[src/atc_consts.vh]
`ifndef ATC_CONSTS_VH
`define ATC_CONSTS_VH

// Bank offsets in table 02h
`define ATC_TBL_CONFIG        8'h02
`define ATC_OFF_STEP          8'hBB
`define ATC_OFF_HTRIP         8'hBC
`define ATC_OFF_LTRIP         8'hBD
`define ATC_OFF_LOSHI         8'hBE
`define ATC_OFF_LOSLO         8'hBF
`define ATC_OFF_ENFIRST       8'hC0
`define ATC_OFF_ENSECOND      8'hC1

// Reset values
`define ATC_RST_STEP          8'h00
`define ATC_RST_HTRIP         8'h00
`define ATC_RST_LTRIP         8'h00
`define ATC_RST_LOSHI         8'h00
`define ATC_RST_LOSLO         8'h00
`define ATC_RST_ENFIRST       8'h10
`define ATC_RST_ENSECOND      8'h03

// First enable byte fields
`define ATC_EA_TBL78          7
`define ATC_EA_TBL1TOP        6
`define ATC_EA_TBL2           5
`define ATC_EA_TBL1LOW        4
`define ATC_EA_TBL1MID        3
`define ATC_EA_LOWER          2
`define ATC_EA_AUXLO          1
`define ATC_EA_AUXHI          0

// Second enable byte fields
`define ATC_EB_TBL46          7
`define ATC_EB_RD1TOP         6
`define ATC_EB_RD2            5
`define ATC_EB_RD1LOW         4
`define ATC_EB_RD1MID         3
`define ATC_EB_PW1WR          2
`define ATC_EB_AUXLOU         1
`define ATC_EB_AUXHIU         0

// Memory areas
`define ATC_TBL_ONE           8'h01
`define ATC_TBL_FOUR          8'h04
`define ATC_TBL_FIVE          8'h05
`define ATC_TBL_SIX           8'h06
`define ATC_TBL_SEVEN         8'h07
`define ATC_TBL_EIGHT         8'h08
`define ATC_LOWER_TOP         8'h5F
`define ATC_UPPER_BASE        8'h80
`define ATC_T1_LOW_TOP        8'hBF
`define ATC_T1_MID_TOP        8'hF7
`define ATC_PWONE_FIRST       8'hB0
`define ATC_PWONE_LAST        8'hB3

// Power loop constants
`define ATC_CODE_MAX          8'hFF
`define ATC_CODE_MIN          8'h00
`define ATC_STEP_DIV          16'd40

`endif

[src/atc_access_check.v]
`timescale 1ns/1ps
`include "atc_consts.vh"

module atc_access_check
(
   // Access request
   input  wire [7:0] reqTable,
   input  wire [7:0] reqAddr,
   input  wire       reqAux,
   input  wire       maskSel,
   // Password state and enables
   input  wire       pwLevelOne,
   input  wire       pwLevelTwo,
   input  wire [7:0] enFirst,
   input  wire [7:0] enSecond,
   // Verdict
   output reg        readOk,
   output reg        writeOk
);

   // Level two always; level one via read-write or read-only enable
   function rdGrant;
      input p1;
      input p2;
      input rw;
      input ro;
      begin
         rdGrant = p2 | (p1 & (rw | ro));
      end
   endfunction

   function wrGrant;
      input p1;
      input p2;
      input rw;
      begin
         wrGrant = p2 | (p1 & rw);
      end
   endfunction

   wire upperTop = (reqAddr > `ATC_T1_MID_TOP);
   wire topTable = maskSel ? (reqTable == `ATC_TBL_FIVE) : (reqTable == `ATC_TBL_ONE);

   always @*
   begin
      readOk  = pwLevelTwo;
      writeOk = pwLevelTwo;
      if (reqAux)
      begin
         readOk = 1'b1;
         if (reqAddr < `ATC_UPPER_BASE)
            writeOk = wrGrant(pwLevelOne, pwLevelTwo, enFirst[`ATC_EA_AUXLO])
                      | enSecond[`ATC_EB_AUXLOU];
         else
            writeOk = wrGrant(pwLevelOne, pwLevelTwo, enFirst[`ATC_EA_AUXHI])
                      | enSecond[`ATC_EB_AUXHIU];
      end
      else if (reqAddr <= `ATC_LOWER_TOP)
      begin
         readOk  = 1'b1;
         writeOk = wrGrant(pwLevelOne, pwLevelTwo, enFirst[`ATC_EA_LOWER]);
      end
      else if (reqAddr < `ATC_UPPER_BASE)
      begin
         readOk  = 1'b1;
         writeOk = pwLevelTwo;
      end
      else if (upperTop && topTable)
      begin
         readOk  = rdGrant(pwLevelOne, pwLevelTwo, enFirst[`ATC_EA_TBL1TOP],
                           enSecond[`ATC_EB_RD1TOP]);
         writeOk = wrGrant(pwLevelOne, pwLevelTwo, enFirst[`ATC_EA_TBL1TOP]);
      end
      else if (reqTable == `ATC_TBL_ONE && !upperTop)
      begin
         if (reqAddr <= `ATC_T1_LOW_TOP)
         begin
            readOk  = rdGrant(pwLevelOne, pwLevelTwo, enFirst[`ATC_EA_TBL1LOW],
                              enSecond[`ATC_EB_RD1LOW]);
            writeOk = wrGrant(pwLevelOne, pwLevelTwo, enFirst[`ATC_EA_TBL1LOW]);
         end
         else
         begin
            readOk  = rdGrant(pwLevelOne, pwLevelTwo, enFirst[`ATC_EA_TBL1MID],
                              enSecond[`ATC_EB_RD1MID]);
            writeOk = wrGrant(pwLevelOne, pwLevelTwo, enFirst[`ATC_EA_TBL1MID]);
         end
      end
      else if (reqTable == `ATC_TBL_CONFIG)
      begin
         if (reqAddr >= `ATC_PWONE_FIRST && reqAddr <= `ATC_PWONE_LAST)
         begin
            readOk  = 1'b0;
            writeOk = wrGrant(pwLevelOne, pwLevelTwo, enSecond[`ATC_EB_PW1WR]);
         end
         else
         begin
            readOk  = rdGrant(pwLevelOne, pwLevelTwo, enFirst[`ATC_EA_TBL2],
                              enSecond[`ATC_EB_RD2]);
            writeOk = wrGrant(pwLevelOne, pwLevelTwo, enFirst[`ATC_EA_TBL2]);
         end
      end
      else if (reqTable == `ATC_TBL_FOUR || reqTable == `ATC_TBL_SIX)
      begin
         readOk  = wrGrant(pwLevelOne, pwLevelTwo, enSecond[`ATC_EB_TBL46]);
         writeOk = wrGrant(pwLevelOne, pwLevelTwo, enSecond[`ATC_EB_TBL46]);
      end
      else if (reqTable == `ATC_TBL_SEVEN || reqTable == `ATC_TBL_EIGHT)
      begin
         readOk  = wrGrant(pwLevelOne, pwLevelTwo, enFirst[`ATC_EA_TBL78]);
         writeOk = wrGrant(pwLevelOne, pwLevelTwo, enFirst[`ATC_EA_TBL78]);
      end
   end

endmodule

[src/atc_trip_config.v]
`timescale 1ns/1ps
`include "atc_consts.vh"

module atc_trip_config
#(
   parameter BIAS_W   = 10,
   parameter STEP_DIV = `ATC_STEP_DIV
)
(
   // Clock and reset
   input  wire              clk_sys,
   input  wire              arst_n,
   // Host transaction port
   input  wire [7:0]        hostTable,
   input  wire [7:0]        hostAddr,
   input  wire              hostAux,
   input  wire              hostRead,
   input  wire              hostWrite,
   input  wire [7:0]        hostWrData,
   output reg  [7:0]        hostRdData,
   output reg               hostDone,
   output reg               hostDenied,
   // Password state
   input  wire              pwLevelOne,
   input  wire              pwLevelTwo,
   input  wire              maskSel,
   // Power loop inputs
   input  wire              txDisablePulse,
   input  wire [7:0]        powerFeedback,
   input  wire [7:0]        loopReference,
   input  wire [7:0]        maximumBiasLimit,
   input  wire [7:0]        signalStrength,
   // Loop and alarm outputs
   output reg  [BIAS_W-1:0] biasValue,
   output reg               loopRunning,
   output reg               maximumBiasAlarm,
   output reg               transmitPowerHighAlarm,
   output reg               transmitPowerLowAlarm,
   output reg               signalLossLowAlarm,
   output reg               signalLossHighAlarm,
   // Enable bytes for the rest of the device
   output wire [7:0]        accessEnableFirst,
   output wire [7:0]        accessEnableSecond
);

   localparam [3:0] ST_STEP   = 4'h1;
   localparam [3:0] ST_SEARCH = 4'h2;
   localparam [3:0] ST_RUN    = 4'h4;
   localparam [3:0] ST_IDLE   = 4'h8;

   reg  [7:0]        initialBiasStep_r;
   reg  [7:0]        highPowerTripAdjust_r;
   reg  [7:0]        lowPowerTripAdjust_r;
   reg  [7:0]        lossHighThreshold_r;
   reg  [7:0]        lossLowThreshold_r;
   reg  [7:0]        accessEnableFirst_r;
   reg  [7:0]        accessEnableSecond_r;
   reg  [3:0]        state_r;
   reg  [3:0]        state_nxt;
   reg  [BIAS_W-1:0] bias_nxt;
   reg  [BIAS_W-1:0] trialBit_r;
   reg  [BIAS_W-1:0] trialBit_nxt;
   reg  [15:0]       divCnt_r;
   reg               tick_r;
   reg               alarmArm_r;
   reg               clampHit;
   wire              readOk;
   wire              writeOk;
   wire              inBank;
   wire [8:0]        highSum;
   wire [8:0]        lowDiff;
   wire [7:0]        highTripCode;
   wire [7:0]        lowTripCode;
   wire [BIAS_W:0]   stepSum;
   wire [BIAS_W-1:0] biasCeil;
   wire              feedbackHigh;

   assign accessEnableFirst  = accessEnableFirst_r;
   assign accessEnableSecond = accessEnableSecond_r;

   // Bias ceiling: limit sets the upper eight bits
   function [BIAS_W-1:0] ceilOf;
      input [7:0] lim;
      begin
         ceilOf = {lim, {(BIAS_W-8){1'b1}}};
      end
   endfunction

   assign biasCeil     = ceilOf(maximumBiasLimit);
   assign feedbackHigh = (powerFeedback > loopReference);

   atc_access_check uAccess
   (
      .reqTable   (hostTable),
      .reqAddr    (hostAddr),
      .reqAux     (hostAux),
      .maskSel    (maskSel),
      .pwLevelOne (pwLevelOne),
      .pwLevelTwo (pwLevelTwo),
      .enFirst    (accessEnableFirst_r),
      .enSecond   (accessEnableSecond_r),
      .readOk     (readOk),
      .writeOk    (writeOk)
   );

   assign inBank = !hostAux && (hostTable == `ATC_TBL_CONFIG) &&
                   (hostAddr >= `ATC_OFF_STEP) && (hostAddr <= `ATC_OFF_ENSECOND);

   // Register bank writes and read answers
   always @(posedge clk_sys or negedge arst_n)
   begin
      if (!arst_n)
      begin
         initialBiasStep_r     <= `ATC_RST_STEP;
         highPowerTripAdjust_r <= `ATC_RST_HTRIP;
         lowPowerTripAdjust_r  <= `ATC_RST_LTRIP;
         lossHighThreshold_r   <= `ATC_RST_LOSHI;
         lossLowThreshold_r    <= `ATC_RST_LOSLO;
         accessEnableFirst_r   <= `ATC_RST_ENFIRST;
         accessEnableSecond_r  <= `ATC_RST_ENSECOND;
         hostRdData            <= 8'h00;
         hostDone              <= 1'b0;
         hostDenied            <= 1'b0;
      end
      else
      begin
         hostDone   <= hostRead | hostWrite;
         hostDenied <= (hostRead & !readOk) | (hostWrite & !writeOk);
         if (hostRead)
         begin
            hostRdData <= 8'h00;
            if (inBank && readOk)
            begin
               case (hostAddr)
                  `ATC_OFF_STEP:     hostRdData <= initialBiasStep_r;
                  `ATC_OFF_HTRIP:    hostRdData <= highPowerTripAdjust_r;
                  `ATC_OFF_LTRIP:    hostRdData <= lowPowerTripAdjust_r;
                  `ATC_OFF_LOSHI:    hostRdData <= lossHighThreshold_r;
                  `ATC_OFF_LOSLO:    hostRdData <= lossLowThreshold_r;
                  `ATC_OFF_ENFIRST:  hostRdData <= accessEnableFirst_r;
                  `ATC_OFF_ENSECOND: hostRdData <= accessEnableSecond_r;
                  default:           hostRdData <= 8'h00;
               endcase
            end
         end
         else if (hostWrite && inBank && writeOk)
         begin
            case (hostAddr)
               `ATC_OFF_STEP:     initialBiasStep_r     <= hostWrData;
               `ATC_OFF_HTRIP:    highPowerTripAdjust_r <= hostWrData;
               `ATC_OFF_LTRIP:    lowPowerTripAdjust_r  <= hostWrData;
               `ATC_OFF_LOSHI:    lossHighThreshold_r   <= hostWrData;
               `ATC_OFF_LOSLO:    lossLowThreshold_r    <= hostWrData;
               `ATC_OFF_ENFIRST:
               begin
                  accessEnableFirst_r <= hostWrData;
                  if (!pwLevelTwo)
                     accessEnableFirst_r[`ATC_EA_TBL2] <=
                        accessEnableFirst_r[`ATC_EA_TBL2];
               end
               `ATC_OFF_ENSECOND: accessEnableSecond_r  <= hostWrData;
               default:           accessEnableSecond_r  <= accessEnableSecond_r;
            endcase
         end
      end
   end

   // Loop update rate
   always @(posedge clk_sys or negedge arst_n)
   begin
      if (!arst_n)
      begin
         divCnt_r <= 16'h0000;
         tick_r   <= 1'b0;
      end
      else if (divCnt_r >= STEP_DIV - 16'h0001)
      begin
         divCnt_r <= 16'h0000;
         tick_r   <= 1'b1;
      end
      else
      begin
         divCnt_r <= divCnt_r + 16'h0001;
         tick_r   <= 1'b0;
      end
   end

   assign stepSum = {1'b0, biasValue} + {1'b0, initialBiasStep_r, {(BIAS_W-8){1'b0}}}
                    + {{BIAS_W{1'b0}}, 1'b1};

   // Startup stepping, search and closed loop
   always @*
   begin
      state_nxt    = state_r;
      bias_nxt     = biasValue;
      trialBit_nxt = trialBit_r;
      clampHit     = 1'b0;
      case (state_r)
         ST_STEP:
         begin
            if (feedbackHigh)
            begin
               state_nxt    = ST_SEARCH;
               bias_nxt     = {1'b1, {(BIAS_W-1){1'b0}}};
               trialBit_nxt = {1'b1, {(BIAS_W-1){1'b0}}};
            end
            else if (stepSum[BIAS_W] || stepSum[BIAS_W-1:0] > biasCeil)
            begin
               state_nxt    = ST_SEARCH;
               bias_nxt     = {1'b1, {(BIAS_W-1){1'b0}}};
               trialBit_nxt = {1'b1, {(BIAS_W-1){1'b0}}};
            end
            else
               bias_nxt = stepSum[BIAS_W-1:0];
         end
         ST_SEARCH:
         begin
            if (feedbackHigh || biasValue > biasCeil)
               bias_nxt = biasValue & ~trialBit_r;
            trialBit_nxt = trialBit_r >> 1;
            if (trialBit_r[0])
               state_nxt = ST_RUN;
            else
               bias_nxt = (feedbackHigh || biasValue > biasCeil ?
                           biasValue & ~trialBit_r : biasValue) | (trialBit_r >> 1);
         end
         ST_RUN:
         begin
            if (feedbackHigh)
            begin
               if (biasValue != {BIAS_W{1'b0}})
                  bias_nxt = biasValue - {{(BIAS_W-1){1'b0}}, 1'b1};
            end
            else if (powerFeedback < loopReference)
            begin
               if (biasValue >= biasCeil)
               begin
                  bias_nxt = biasCeil;
                  clampHit = 1'b1;
               end
               else
                  bias_nxt = biasValue + {{(BIAS_W-1){1'b0}}, 1'b1};
            end
         end
         default:
            state_nxt = ST_STEP;
      endcase
   end

   always @(posedge clk_sys or negedge arst_n)
   begin
      if (!arst_n)
      begin
         state_r          <= ST_IDLE;
         biasValue        <= {BIAS_W{1'b0}};
         trialBit_r       <= {BIAS_W{1'b0}};
         alarmArm_r       <= 1'b0;
         loopRunning      <= 1'b0;
         maximumBiasAlarm <= 1'b0;
      end
      else if (txDisablePulse)
      begin
         state_r          <= ST_STEP;
         biasValue        <= {BIAS_W{1'b0}};
         trialBit_r       <= {BIAS_W{1'b0}};
         alarmArm_r       <= 1'b0;
         loopRunning      <= 1'b0;
         maximumBiasAlarm <= 1'b0;
      end
      else if (tick_r)
      begin
         state_r     <= state_nxt;
         biasValue   <= bias_nxt;
         trialBit_r  <= trialBit_nxt;
         loopRunning <= (state_nxt == ST_RUN);
         if (state_r == ST_SEARCH && state_nxt == ST_RUN)
            alarmArm_r <= 1'b1;
         maximumBiasAlarm <= alarmArm_r && clampHit;
      end
   end

   // Trip codes
   assign highSum      = {1'b0, loopReference} + {1'b0, highPowerTripAdjust_r};
   assign highTripCode = highSum[8] ? `ATC_CODE_MAX : highSum[7:0];
   assign lowDiff      = {1'b0, loopReference} - {1'b0, lowPowerTripAdjust_r};
   assign lowTripCode  = lowDiff[8] ? `ATC_CODE_MIN : lowDiff[7:0];

   // Power alarms and loss hysteresis
   always @(posedge clk_sys or negedge arst_n)
   begin
      if (!arst_n)
      begin
         transmitPowerHighAlarm <= 1'b0;
         transmitPowerLowAlarm  <= 1'b0;
         signalLossLowAlarm     <= 1'b0;
         signalLossHighAlarm    <= 1'b0;
      end
      else
      begin
         transmitPowerHighAlarm <= (powerFeedback > highTripCode);
         transmitPowerLowAlarm  <= (powerFeedback < lowTripCode);
         if (!signalLossLowAlarm)
         begin
            if (signalStrength < lossLowThreshold_r)
            begin
               signalLossLowAlarm  <= 1'b1;
               signalLossHighAlarm <= 1'b0;
            end
         end
         else if (signalStrength > lossHighThreshold_r)
         begin
            signalLossLowAlarm  <= 1'b0;
            signalLossHighAlarm <= 1'b1;
         end
      end
   end

endmodule

[config.mk]
export PLATFORM = sky130hd
export DESIGN_NAME = atc_trip_config
export DESIGN_NICKNAME = d
export VERILOG_FILES = /design/src/atc_access_check.v /design/src/atc_trip_config.v
export VERILOG_INCLUDE_DIRS = /design/src
export SDC_FILE = /design/constraint.sdc
export NUM_CORES = 1
export LEC_CHECK = 0
export BUFFER_PORTS_ARGS = -buffer_cell sky130_fd_sc_hd__buf_2
export CORE_ASPECT_RATIO = 0.75
export CORE_MARGIN = 2
export CORE_UTILIZATION = 43
export DETAILED_ROUTE_END_ITERATION = 8
export GPL_TIMING_DRIVEN = 0
export HOLD_SLACK_MARGIN = 0.1
export SLEW_MARGIN = 5
export SYNTH_ARGS = -nofsm -noshare
export SYNTH_HDL_FRONTEND = slang
export SYNTH_SLANG_ARGS = --single-unit
[constraint.sdc]
create_clock -name clk_sys -period 4.1 [get_ports clk_sys]
set_clock_uncertainty 0.1 [all_clocks]
set_input_delay 0.205 -clock clk_sys [delete_from_list [all_inputs] [get_ports clk_sys]]
set_output_delay 0.205 -clock clk_sys [all_outputs]
set_load 0.03 [all_outputs]
======== Yosys cells after proc, flatten, opt, wreduce, memory -nomap -nowiden ========
Index checks and enable logic that the tools add are counted.
storage, ports and cells
  register bits after elaboration ......... 114
  bits of input ports ..................... 65
  logic and storage cells ................. 214
cells by class
  $add $sub $neg .......................... 7
  order comparisons ....................... 18
  equality and inequality tests ........... 22
  mux-type cells .......................... 65
  bitwise gates (word level) .............. 42
  reductions and logical operators ........ 37
operators with widths
  kind                                                  number
  2-to-1 mux 10 bit                                     14
  == test 8 bit, second input constant                  7
  one-hot mux 8 bit (7 select lines)                    1
  2-to-1 mux 1 bit                                      38
  == test 8 x 3 -> 1 bit, second input constant         4
  one-hot mux 10 bit (3 select lines)                   1
  > comparator 8 bit                                    3
  <= comparator 8 bit, second input constant            3
  < comparator 8 bit                                    3
  2-to-1 mux 8 bit                                      3
  AND reduction 3 bit                                   8
  bitwise OR 1 bit                                      22
  > comparator 10 bit                                   2
  2-to-1 mux 4 bit                                      5
  one-hot mux 10 bit (2 select lines)                   1
  adder 16 x 1 -> 16 bit, second input constant         1
  AND 1 bit                                             16
  >= comparator 16 x 6 -> 1 bit, second input constant  1
  >= comparator 8 bit, second input constant            2
  2-to-1 mux 16 bit                                     1
  inequality test 4 bit, second input constant          3
  one-hot mux 4 bit (3 select lines)                    1
  adder 10 x 10 -> 11 bit                               1
  adder 11 x 1 -> 11 bit, second input constant         1
  other kinds (28)                                      49

======== Longest topological paths before layout ========
Gate-level depths: netlist of run 1.
  depth after elaboration ................. 13
  depth in mapped cells ................... 20

======== Cells and area by module ========
A second synthesis of run 1 with hierarchy kept.
second synthesis, totals
  cell total of the unflattened synthesis .. 888
  area total of the unflattened synthesis .. 8239.2 um2
modules (own cells, without submodules)
  module            times used  cells each  area each (um2)  seq. area each (um2)
  atc_trip_config   1           831         7861.3           2857.7
  atc_access_check  1           57          377.9            0.0

======== Worst setup path after synthesis of run 1 ========
No wires, ideal clock.
  path type ............................... register -> register
  start ................................... register biasValue[2]
  end ..................................... register trialBit_r[0]
  data arrival time ....................... 3.778 ns
  setup slack ............................. 0.155 ns
  cell stages (with the launch flop) ...... 15
  buffers on the path ..................... 0
  clock period less this slack ............ 3.945 ns
  path through ............................ dfrtp_1 -> ha_1 -> a31oi_1 -> o21bai_1 -> a41o_1 -> o41ai_1 -> xnor2_1 -> ha_1 -> and4_1 -> a211o_1 -> a211o_1 -> o21a_1 -> o21a_1 -> nor2_1 -> a22o_1
between the ends
  word-level cells in the longest chain between the ends .. 6
ends and longest elaborated chain
  element                                   line                   source
  start, declared                           atc_trip_config.v:34   output reg [BIAS_W-1:0] biasValue,
  start signal, assigned                    atc_trip_config.v:255  biasValue <= {BIAS_W{1'b0}};
  start signal, assigned                    atc_trip_config.v:264  biasValue <= {BIAS_W{1'b0}};
  start signal, assigned                    atc_trip_config.v:273  biasValue <= bias_nxt;
  adder 10 x 10 -> 11 bit *                 atc_trip_config.v:188  assign stepSum = {1'b0, biasValue} + {1'b0, initialBiasStep_r, {(BIAS_W-8){1'b0}}}
  adder 11 x 1 -> 11 bit *                  atc_trip_config.v:189  + {{BIAS_W{1'b0}}, 1'b1};
  > comparator 10 bit                       atc_trip_config.v:207  else if (stepSum[BIAS_W] || stepSum[BIAS_W-1:0] > biasCeil)
  logical OR 1 bit *                        atc_trip_config.v:207
  inequality test 4 bit (no source line) *  -
  AND reduction 3 bit (no source line) *    -
  end signal, assigned                      atc_trip_config.v:256  trialBit_r <= {BIAS_W{1'b0}};
  end signal, assigned                      atc_trip_config.v:265  trialBit_r <= {BIAS_W{1'b0}};
  end signal, assigned                      atc_trip_config.v:274  trialBit_r <= trialBit_nxt;
  end, declared                             atc_trip_config.v:61   reg [BIAS_W-1:0] trialBit_r;
Every way passes the cells marked *; elsewhere a longest branch is shown, timed or not.
A chain may end at the register's enable or synchronous reset.

======== Final worst setup path of run 1 ========
  start ................................... register lowPowerTripAdjust_r[0]
  end ..................................... register transmitPowerLowAlarm
between the ends
  word-level cells in the longest chain between the ends .. 3
ends and longest elaborated chain
  element                    line                   source
  start, declared            atc_trip_config.v:53   reg [7:0] lowPowerTripAdjust_r;
  start signal, assigned     atc_trip_config.v:116  lowPowerTripAdjust_r <= `ATC_RST_LTRIP;
  start signal, assigned     atc_trip_config.v:151  `ATC_OFF_LTRIP: lowPowerTripAdjust_r <= hostWrData;
  subtractor 8 x 8 -> 9 bit  atc_trip_config.v:285  assign lowDiff = {1'b0, loopReference} - {1'b0, lowPowerTripAdjust_r};
  2-to-1 mux 8 bit           atc_trip_config.v:286  assign lowTripCode = lowDiff[8] ? `ATC_CODE_MIN : lowDiff[7:0];
  < comparator 8 bit         atc_trip_config.v:301  transmitPowerLowAlarm <= (powerFeedback < lowTripCode);
  end signal, assigned       atc_trip_config.v:301
  end, declared              atc_trip_config.v:38   output reg transmitPowerLowAlarm,
No other way between the ends.

==> results.md, run 1 <==
* Fmax at about 260 MHz
* Core ar. at 18,600 um2
* Slew HR at 0.193
* Area growth, synth to finish at 20.4%
* Leak at around 4.7 nW
* Final period utilization at 0.939
* GR Overflow Total at 0
* Worst Tran Pin Value at 1.19 ns
* Period minus WS final at a little under 4 ns
* Register Area at approximately 2900 um2
* Die area at 20,200 um2
* DR pass1 iterations at 5
* Hold Path End: accessEnableSecond[7]
* Number of flops mapped to enable cells by yosys at 0
* I/O pins at 107
* CP endpoint kind: flop
* Initial antenna violation count at 0
* RR Startpoint: lowPowerTripAdjust_r[0]
* Number of port buffers at 102
* Root Driver: clkbuf_16
* WP data arrival at 4.10 ns
* Starting density of the core at 0.442
* Final Hold Viols at 0
* Die X at between 150 and 200 um
* Clk_lat worst skew at a little over 0.4 ns
* Asr flop ratio synth at 1.00
* CP Launch Type: flop
* Synth unique cells at 73
* Multi-input combinational cell area at ~5000 um2
* DR iter-0 viols at roughly 500
* Reg with most FFs: divCnt_r
* Worst-path fanout max at 4
* Worst Setup Path Type: flop to flop
* Via count at 6,977
* TritonCTS clock tree: yes
* Clk pin slew, worst setup/hold paths at 0.06 ns
* Largest cells by area after synthesis: dfrtp_1, ha_1, mux2_2
* Status: completed
* Syn Inst Count at 864
* Crit-path cells: ha_1 -> inv_1 -> fa_1 -> a21o_1 -> a21oi_2 -> nor2b_1 -> o21a_1 -> o41a_1 -> and4b_1 -> nor3_1 -> ha_1 -> a21oi_1 -> or4b_2 -> nand2_1
* Total GRT Usage at 0.232
* Antenna viol nets, final at 0
* Post-synthesis cell area at 8200 um2
* Setup WS post-layout at 0.252 ns
* Pwr per Cell Area at 335 nW/um2
* Row count at 43
* CP dominant cell by count: ha_1
* YS warnings at 0
* Top Registers: divCnt_r: 16 flops, biasValue: 10 flops, trialBit_r: 10 flops
* Hold Path Depth at 2
* Pre-CTS setup slack at -0.550 ns
* TritonCTS Sinks at between 100 and 150
* Synth Register Bits at 114
* Fraction of layout instances using a drive strength above 1 at 0.227
* Fin util at 0.532
* Syn_area_per_cell at 9.49 um2
* CTS Buffer Depth at 2
* Worst hold path type: input pin to flop
* # nets final at between 1k and 1.5k
* H-tree depth at 4
* Final HPWL DP at between 15,000 and 20,000 um
* Synth top area share at 0.336
* Fin. max-slew vios at 0
* Sequential-to-total area share from yosys stat at 0.349
* First-pass GRT wire length at 36,000 um
* Drt wl/cell at 18.1 um
* GP Congestion at 0.955
* Post-route DRC at 0
* Vias/cell at 5.52
* Synth top cells by count: dfrtp_1, ha_1, nor2_1, inv_1, nand2_1
* Reg-to-reg endpoint: transmitPowerLowAlarm
* # fillers at 1,792
* Max reg flops at 16
* Largest net degree at the start of global routing at 83
* Top cell type by total area after synthesis: dfrtp_1
* Hold_sp: hostWrData[7]
* Antenna Cells at 0
* Main synth FF type: dfrtp_1
* Crit path required time at approximately 4.4 ns
* Number of global-route vias before repair at about 6.5k
* Maximum vdd drop at 0.313 mV
* Post-Route WL at 22,900 um
* Crit-path slowest cell: or4b_2
* R2R Setup Slk at 0.25 ns
* TritonCTS buffer count at 17
* Worst r2r path cells at 14
* Max Cap Viol at 0
* Final Setup Violations at 0
* Most common cell in the netlist: dfrtp_1
* Die Y at 124 um
* CP peak stage delay at 0.59 ns
[through the flow]
step                      area, um2  total power [mW]  hold WS (ns)  TNS, ns  cells
after floorplan                8230              1.61        -0.191        0    873
after global placement         9050              1.83         0.346    -5.45   1222
after detailed placement       9080              1.84       0.00566    -5.64   1223
after CTS                      9780              3.30         0.101        0   1264
after global routing           9870              3.45         0.106  -0.0290   1263
final                          9870              3.30         0.121        0   1263
[cells in the final DEF, fill, tap and decap left out, drive strengths merged, types with 4 or more instances in the layout]
cell type	count
dfrtp	110
buf	106
ha	83
nor2	74
inv	65
nand2	61
mux2	58
clkbuf	46
a21oi	44
o21ai	40
mux2i	26
nand3	25
xnor2	23
nor3	22
a211oi	17
o22ai	17
xor2	13
a21o	13
a22o	13
o211ai	10
o21a	10
conb	10
nor2b	10
dlygate4sd3	9
nand2b	8
a31oi	7
clkinv	7
nor4	7
nand4	6
a211o	5
and3	5
a21boi	4
nor4b	4
dfstp	4
or2	4
[repair_timing]
action	4_1_cts	5_1_grt
hold buffers	9	0
endpoints found under the hold margin	149	0
setup buffers	0	1
pin swaps	0	4
resized for setup	8	20
gates cloned	0	0
endpoints found under the setup margin	19	22
[power by group]
| part | leakage, nW | switching [mW] | total [mW] | internal (mW) |
|---|---|---|---|---|
| clock network | 0.284 | 0.521 | 1.44 | 0.922 |
| registers | 1.53 | 0.0377 | 1.19 | 1.16 |
| logic | 2.94 | 0.416 | 0.666 | 0.250 |
| total | 4.75 | 0.974 | 3.30 | 2.33 |
[kinds of logic after synthesis]
group,after synthesis,share of synthesized area
simple gates,243,0.151
xor+xnor,36,0.0385
buf+inv,93,0.0435
flops,114,0.349
fa+ha+maj,85,0.132
mux,84,0.115
compound gates,208,0.171
other cells,1,0.000458
[worst max-delay path by stage]
stage / startpoint / end / slack [ns] / cells past startpoint
finish: lowPowerTripAdjust_r[0] / transmitPowerLowAlarm / 0.25 / 14
detailed placement: biasValue[2] / biasValue[1] / -0.55 / 14
CTS: biasValue[2] / trialBit_r[2] / 0.04 / 14
global placement: biasValue[2] / biasValue[1] / -0.51 / 14
global route: biasValue[0] / biasValue[1] / -0.02 / 15
floorplan: biasValue[2] / trialBit_r[0] / 0.15 / 14
[critical path, delay by kind of cell, from the launching register on]
family	cells	cell delay, ns
adder cells (fa/ha/maj)	3	0.88
AO/OA/AOI/OAI	5	1.15
flip-flops	1	0.40
buffers and inverters	1	0.06
AND/OR/NAND/NOR	5	1.18
[layout make-up]
cell class,instances,share of cell area
flip-flops and latches,114,0.290
plain buffers,26,0.0109
well taps,247,0.0313
repair buffers,113,0.0650
clock inverters,10,0.0112
inverters,65,0.0247
multi-input cells,666,0.520
clock buffers,22,0.0470
[routing by layer]
layer  vias up  track usage  wire length [um]
met5         -            0                 0
met4         0       0.0431                94
met3         8       0.0486              1530
met2       214        0.332              9600
met1      3340        0.360             11700
li1       3415            -                 -
Power figures use the tool's default switching activity.
==> run 2: changes to the inputs <==
- CORE_MARGIN: 2 -> default
- SYNTH_HIERARCHICAL: default -> 1
==> run 2 against run 1 <==
- critical path depth down 1
- combinational power grew 39%
- synthesized cell count increased by 2.8%
- register-to-register slack worse by 0.02 ns
- power grew 9.5%
- maximum frequency down 0.62%
- worst setup slack got worse by 0.024 ns
- largest power group unchanged
==> results.md, run 2 <==
* Status: completed
* Synth unique cells at 74 (+1.4%)
* Period minus WS final at 3.87 ns (+0.0238 ns)
* Pre-CTS setup slack at -0.591 ns (-0.0416 ns)
* DR pass1 iterations at 8 (+3)
* Reg with most FFs: divCnt_r
* TritonCTS clock tree: yes
* Switching power share of the total at 0.337 (+0.0419)
* Worst hold margin at 0.0978 ns (-0.0229 ns)
* Synth top area share at 0.334 (-0.00179)
* Total GRT Usage at 0.247 (+0.0152)
* Antenna Cells at 0 (unchanged)
* Fin. max-slew vios at 0 (unchanged)
* Drt wl/cell at 18.0 um (-0.56%)
* TritonCTS Sinks at 114 (unchanged)
* Final setup TNS at 0 ns (unchanged)
* Multi-input combinational cell area at 5110 um2 (-0.46%)
* Post-route DRC at 0 (unchanged)
* YS warnings at 6 (+6)
* Synth Register Bits at 114 (unchanged)
* Final Hold Viols at 0 (unchanged)
* Power Total at 3.61 mW (+9.5%)
* TritonCTS buffer count at 17 (unchanged)
* Fraction of layout instances using a drive strength above 1 at 0.208 (-0.0193)
* Most common cell after layout, fill and taps aside: dfrtp_1
* Worst-path fanout max at 10 (+6)
* Sw power at 1.22 mW (+25%)
* Slew HR at 0.117 (-0.0765)
* Asr flop ratio synth at 1.00 (unchanged)
* Max Cap Viol at 0 (unchanged)
* Syn Inst Count at 888 (+2.8%)
* Hold Path Depth at 3 (+1)
* WP data arrival at 4.11 ns (about the same)
* Max reg flops at 16 (unchanged)
* Top cell type by total area after synthesis: dfrtp_1
* Top Registers: divCnt_r: 16 flops, biasValue: 10 flops, trialBit_r: 10 flops
* Row count at 43 (unchanged)
* Post-Route WL at 23,300 um (+2.0%)
* Via count at 7,335 (+5.1%)
* Register Area at 2860 um2 (about the same)
* CTS Buffer Depth at 2 (unchanged)
* Internal at 2.40 mW (+2.9%)
* Die area at 19,700 um2 (-2.3%)
* Number of global-route vias before repair at 6,905 (+6.1%)
* Reg-to-reg endpoint: trialBit_r[8]
* Die Y at 122 um (-1.4%)
* Register share of total power at 0.338 (-0.024)
* Core ar. at 18,600 um2 (+0.29%)
* Number of port buffers at 105 (+2.9%)
* Synth top cells by count: dfrtp_1, ha_1, nand2_1, inv_1, nor2_1
* RR Startpoint: biasValue[4]
* Fmax at 258 MHz (-0.62%)
* Number of flops mapped to enable cells by yosys at 0 (unchanged)
* Vias/cell at 5.66 (+2.5%)
* Most frequent cells in the layout: dfrtp_1, buf_2, ha_1, nand2_1, inv_1
* # nets final at 1,185 (+2.8%)
* Initial antenna violation count at 0 (unchanged)
* Setup WS post-layout at 0.228 ns (-0.0238 ns)
* Fin util at 0.533 (+0.00176)
* Final period utilization at 0.944 (+0.00581)
* GR Overflow Total at 0 (unchanged)
* Clk_lat worst skew at 0.42 ns (about the same)
* # fillers at 1,744 (-2.7%)
* DR iter-0 viols at 668 (+30%)
* Pwr per Cell Area at 364 nW/um2 (+8.8%)
* Most common cell in the netlist: dfrtp_1
* Antenna viol nets, final at 0 (unchanged)
* Final HPWL DP at 18,100 um (+2.5%)
* Worst hold path type: input pin to flop
* Clock group share of total power at 0.407 (-0.030)
* Starting density of the core at 0.443 (+0.00108)
* Largest cells by area after synthesis: dfrtp_1, ha_1, mux2_2
* I/O pins at 107 (unchanged)
* Sequential-to-total area share from yosys stat at 0.347 (-0.00185)
* GP Congestion at 0.875 (-8.4%)
* Worst r2r path cells at 13 (-1)
* R2R Setup Slk at 0.23 ns (-0.02 ns)
* Leak at 4.75 nW (+0.11%)
* Post-synthesis cell area at 8240 um2 (+0.53%)
* CP Launch Type: flop
* Comb power frac at 0.255 (+0.053)
* Syn_area_per_cell at 9.28 um2 (-2.2%)
* Hold Path End: hostDone
* Crit path required time at 4.34 ns (about the same)
* Main synth FF type: dfrtp_1
* First-pass GRT wire length at 37,700 um (+4.7%)
* H-tree depth at 4 (unchanged)
* Maximum vdd drop at 0.236 mV (-24%)
* Hold_sp: hostRead
* Root Driver: clkbuf_16
* Area growth, synth to finish at 20.5% (about the same)
* Worst Setup Path Type: flop to flop
* Worst Tran Pin Value at 1.31 ns (+0.113 ns)
* Largest net degree at the start of global routing at 70 (-16%)
* Die X at 162 um (-0.96%)
* Final Setup Violations at 0 (unchanged)
* CP endpoint kind: flop
* Clk pin slew, worst setup/hold paths at 0.06 ns (about the same)
## run 2: stage by stage
stage                     instance area [um2]  cells
final                                    9930   1295
after global routing                     9930   1295
after CTS                                9880   1295
after detailed placement                 9140   1250
after global placement                   9110   1249
after floorplan                          8270    897
## run 2: cell type report
type                            instances  area share
Tap cell                              247      0.0311
Inverter                               67      0.0253
Multi-Input combinational cell        684       0.514
Sequential cell                       114       0.288
Buffer                                 32      0.0134
Clock buffer                           17      0.0428
Clock inverter                         15      0.0159
Timing Repair Buffer                  119      0.0692
## run 2: cells by family (layout without fill, tap and decap cells)
kind of cell | after synthesis | count (layout) | synth area share
adders and majority gates | 85 | 85 | 0.131
other | 1 | 10 | 0.000455
and+or+nand+nor | 259 | 259 | 0.158
DFF | 114 | 114 | 0.347
muxes | 66 | 66 | 0.0986
xor gates and xnor gates | 26 | 26 | 0.0276
buffers and inverters | 99 | 250 | 0.0462
AOI/OAI and AO/OA | 238 | 238 | 0.191
## run 2: worst max path at each step
stage | startpoint | to | cells after the start
6_report | biasValue[4] | trialBit_r[8] | 13
5_1_grt | biasValue[6] | trialBit_r[8] | 15
4_1_cts | biasValue[3] | biasValue[9] | 14
3_5_place_dp | biasValue[3] | trialBit_r[8] | 16
3_3_place_gp | biasValue[3] | trialBit_r[8] | 16
2_1_floorplan | biasValue[3] | trialBit_r[8] | 16
## run 2: power by group through the flow
| stage | Sequential (mW) | Combinational, mW | Clock (mW) |
|---|---|---|---|
| after floorplan | 1.29 | 0.516 | 0 |
| after global placement | 1.24 | 0.862 | 0 |
| after detailed placement | 1.24 | 0.862 | 0 |
| after CTS | 1.22 | 0.890 | 1.49 |
| after global routing | 1.23 | 1.02 | 1.54 |
| final | 1.22 | 0.923 | 1.47 |
## run 2: metal layers
layer | wire (um) | track usage | share of wire
met4 | 260 | 0.0572 | 0.011
met5 | 0 | 0 | 0
met1 | 11900 | 0.382 | 0.51
met2 | 9560 | 0.346 | 0.41
met3 | 1590 | 0.0545 | 0.068
## run 2: repair_timing
item,CTS,global route
setup endpoints to repair,19,23
hold endpoints to repair,170,0
hold buffers,12,0
resized for setup,6,12
pin swaps,2,1
buffers inserted,1,0
## run 2: worst max-delay path, cell delays in order, from the launching register on
cell	delay (ns)
dfrtp_1	0.51
ha_1	0.31
or4_1	0.53
o22ai_1	0.35
xnor2_1	0.21
ha_1	0.28
and4_1	0.22
a211oi_2	0.29
o22ai_4	0.15
nor2_2	0.20
a21oi_4	0.11
clkbuf_4	0.25
nand2b_1	0.15
a21oi_1	0.13
==> run 3: changes to the inputs <==
- CORE_UTILIZATION: 43 -> 40
==> run 3 against run 2 <==
- the flow now finishes with violations (DRC)
- clock power increased by 16%
- largest cell class unchanged
- wire length up 5.9%
- register-to-register slack improved by 0.03 ns
- power grew 7.5%
- combinational power up 3.6%
- sequential share of layout area down 0.43 points
- cell count up 1.0%
- global-route usage down 1.2 points
- worst setup slack better by 0.025 ns
==> results.md, run 3 (synthesis gave the netlist of run 2 again) <==
* Final setup TNS at 0 ns (unchanged)
* Worst r2r path cells at 16 (+3)
* Die area at 21,200 um2 (+7.4%)
* Final Hold Viols at 0 (unchanged)
* Fin. max-slew vios at 0 (unchanged)
* Worst Setup Path Type: flop to flop
* Leak at 4.83 nW (+1.6%)
* Worst-path fanout max at 5 (-5)
* Hold_sp: hostRead
* Top Registers: divCnt_r: 16 flops, biasValue: 10 flops, trialBit_r: 10 flops
* Status: finished, violations left
* GP Congestion at 0.953 (+8.9%)
* Root Driver: clkbuf_16
* Reg-to-reg endpoint: biasValue[7]
* Most frequent cells in the layout: dfrtp_1, buf_2, ha_1, nand2_1, inv_1
* Pwr per Cell Area at 385 nW/um2 (+5.9%)
* Reg with most FFs: divCnt_r
* First-pass GRT wire length at 38,800 um (+2.8%)
* TritonCTS clock tree: yes
* Hold Path Depth at 3 (unchanged)
* H-tree depth at 4 (unchanged)
* # nets final at 1,186 (+0.084%)
* TritonCTS buffer count at 17 (unchanged)
* Max Cap Viol at 0 (unchanged)
* Post-route DRC at 1 (+1)
* Fmax at 260 MHz (+0.65%)
* Starting density of the core at 0.408 (-0.0350)
* Hold Path End: hostDone
* Vias/cell at 5.73 (+1.1%)
* Final HPWL DP at 18,400 um (+2.0%)
* Failing checks: DRC
* Number of global-route vias before repair at 7,006 (+1.5%)
* Final period utilization at 0.938 (-0.00611)
* DR iter-0 viols at 650 (-2.7%)
* Number of port buffers at 105 (unchanged)
* Slew HR at 0.438 (+0.321)
* GR Overflow Total at 0 (unchanged)
* Die X at 168 um (+3.6%)
* Fin util at 0.499 (-0.0347)
* Final Setup Violations at 0 (unchanged)
* Row count at 45 (+4.7%)
* Area growth, synth to finish at 22.3%
* CTS Buffer Depth at 2 (unchanged)
* CP Launch Type: flop
* Max reg flops at 16 (unchanged)
* Initial antenna violation count at 1 (+1)
* Clk_lat worst skew at 0.43 ns (about the same)
* Core ar. at 20,200 um2 (+8.6%)
* Drt wl/cell at 18.9 um (+4.8%)
* Fraction of layout instances using a drive strength above 1 at 0.213 (+0.00457)
* DR pass1 iterations at 9 (+1)
* Via count at 7,491 (+2.1%)
* Clk pin slew, worst setup/hold paths at 0.06 ns (about the same)
* CP endpoint kind: flop
* Total GRT Usage at 0.235 (-0.0122)
* Largest net degree at the start of global routing at 69 (-1.4%)
* WP data arrival at 4.05 ns (-0.06 ns)
* Worst Tran Pin Value at 0.843 ns (-0.463 ns)
* TritonCTS Sinks at 114 (unchanged)
* RR Startpoint: biasValue[3]
* Worst hold path type: input pin to flop
* Die Y at 126 um (+3.6%)
* I/O pins at 107 (unchanged)
* Antenna viol nets, final at 0 (unchanged)
* Maximum vdd drop at 0.235 mV (-0.73%)
* Power Total at 3.88 mW (+7.5%)
* Post-Route WL at 24,700 um (+5.9%)
* Crit path required time at 4.31 ns (-0.03 ns)
* Period minus WS final at 3.85 ns (-0.0250 ns)
* Most common cell after layout, fill and taps aside: dfrtp_1
* R2R Setup Slk at 0.25 ns (+0.03 ns)
[run 3: final cells by class]
| cell class | instances | area (um2) |
|---|---|---|
| clock buffers | 18 | 439 |
| inverters | 67 | 251 |
| plain buffers | 32 | 135 |
| fillers | 1921 | 10100 |
| clock inverters | 14 | 229 |
| well taps | 258 | 323 |
| repair buffers | 120 | 692 |
| diodes | 1 | 2.50 |
| multi-input cells | 684 | 5150 |
| flip-flops and latches | 114 | 2860 |
[run 3: metal layers]
layer / track usage / vias up / routed length, um
li1: - / 3569 / -
met1: 0.354 / 3604 / 12300
met2: 0.329 / 276 / 10200
met3: 0.0574 / 42 / 1750
met5: 0 / - / 0
met4: 0.0702 / 0 / 390
[run 3: report_power, final]
| group | leakage (nW) | internal (mW) | total, mW | switching (mW) |
|---|---|---|---|---|
| logic | 3.06 | 0.343 | 0.956 | 0.613 |
| clock network | 0.319 | 1.10 | 1.70 | 0.595 |
| registers | 1.45 | 1.17 | 1.23 | 0.0578 |
[run 3: worst max-delay path by stage]
| stage | to | start | depth (start not counted) | slack [ns] |
|---|---|---|---|---|
| after floorplan | trialBit_r[8] | biasValue[3] | 16 | 0.02 |
| after global placement | trialBit_r[8] | biasValue[3] | 16 | -0.71 |
| after detailed placement | trialBit_r[8] | biasValue[3] | 16 | -0.75 |
| after CTS | trialBit_r[1] | biasValue[3] | 16 | 0.06 |
| after global routing | biasValue[7] | biasValue[2] | 16 | -0.02 |
| final | biasValue[7] | biasValue[3] | 16 | 0.25 |
[run 3: repair_timing]
action	CTS	global route
setup buffers	1	2
pin swaps	1	2
hold buffers	11	0
gates resized for setup	12	12
endpoints found under the hold margin	162	0
setup endpoints to repair	20	20
[run 3: worst max-delay path: stages (launching register included)]
cell and delay [ns]:
dfrtp_1 0.47, ha_4 0.30, a21oi_1 0.21, a21oi_1 0.15, a2111oi_4 0.26, o21bai_1 0.09
a21oi_1 0.20, xnor2_1 0.18, ha_1 0.29, and4_1 0.25, and3_1 0.23, o22ai_4 0.21
nor2_4 0.08, buf_4 0.17, a21oi_1 0.14, nor3_1 0.06, a221o_1 0.34
[run 3: through the flow]
| stage | hold WS, ns | worst slack, ns | cell area (um2) | std cells |
|---|---|---|---|---|
| 5_1_grt | 0.123 | -0.0190 | 10100 | 1308 |
| 3_5_place_dp | 0.0690 | -0.748 | 9160 | 1261 |
| 4_1_cts | 0.102 | 0.0585 | 10000 | 1305 |
| 3_3_place_gp | 0.324 | -0.706 | 9120 | 1260 |
| 2_1_floorplan | -0.191 | 0.0189 | 8270 | 897 |
| 6_report | 0.104 | 0.253 | 10100 | 1308 |
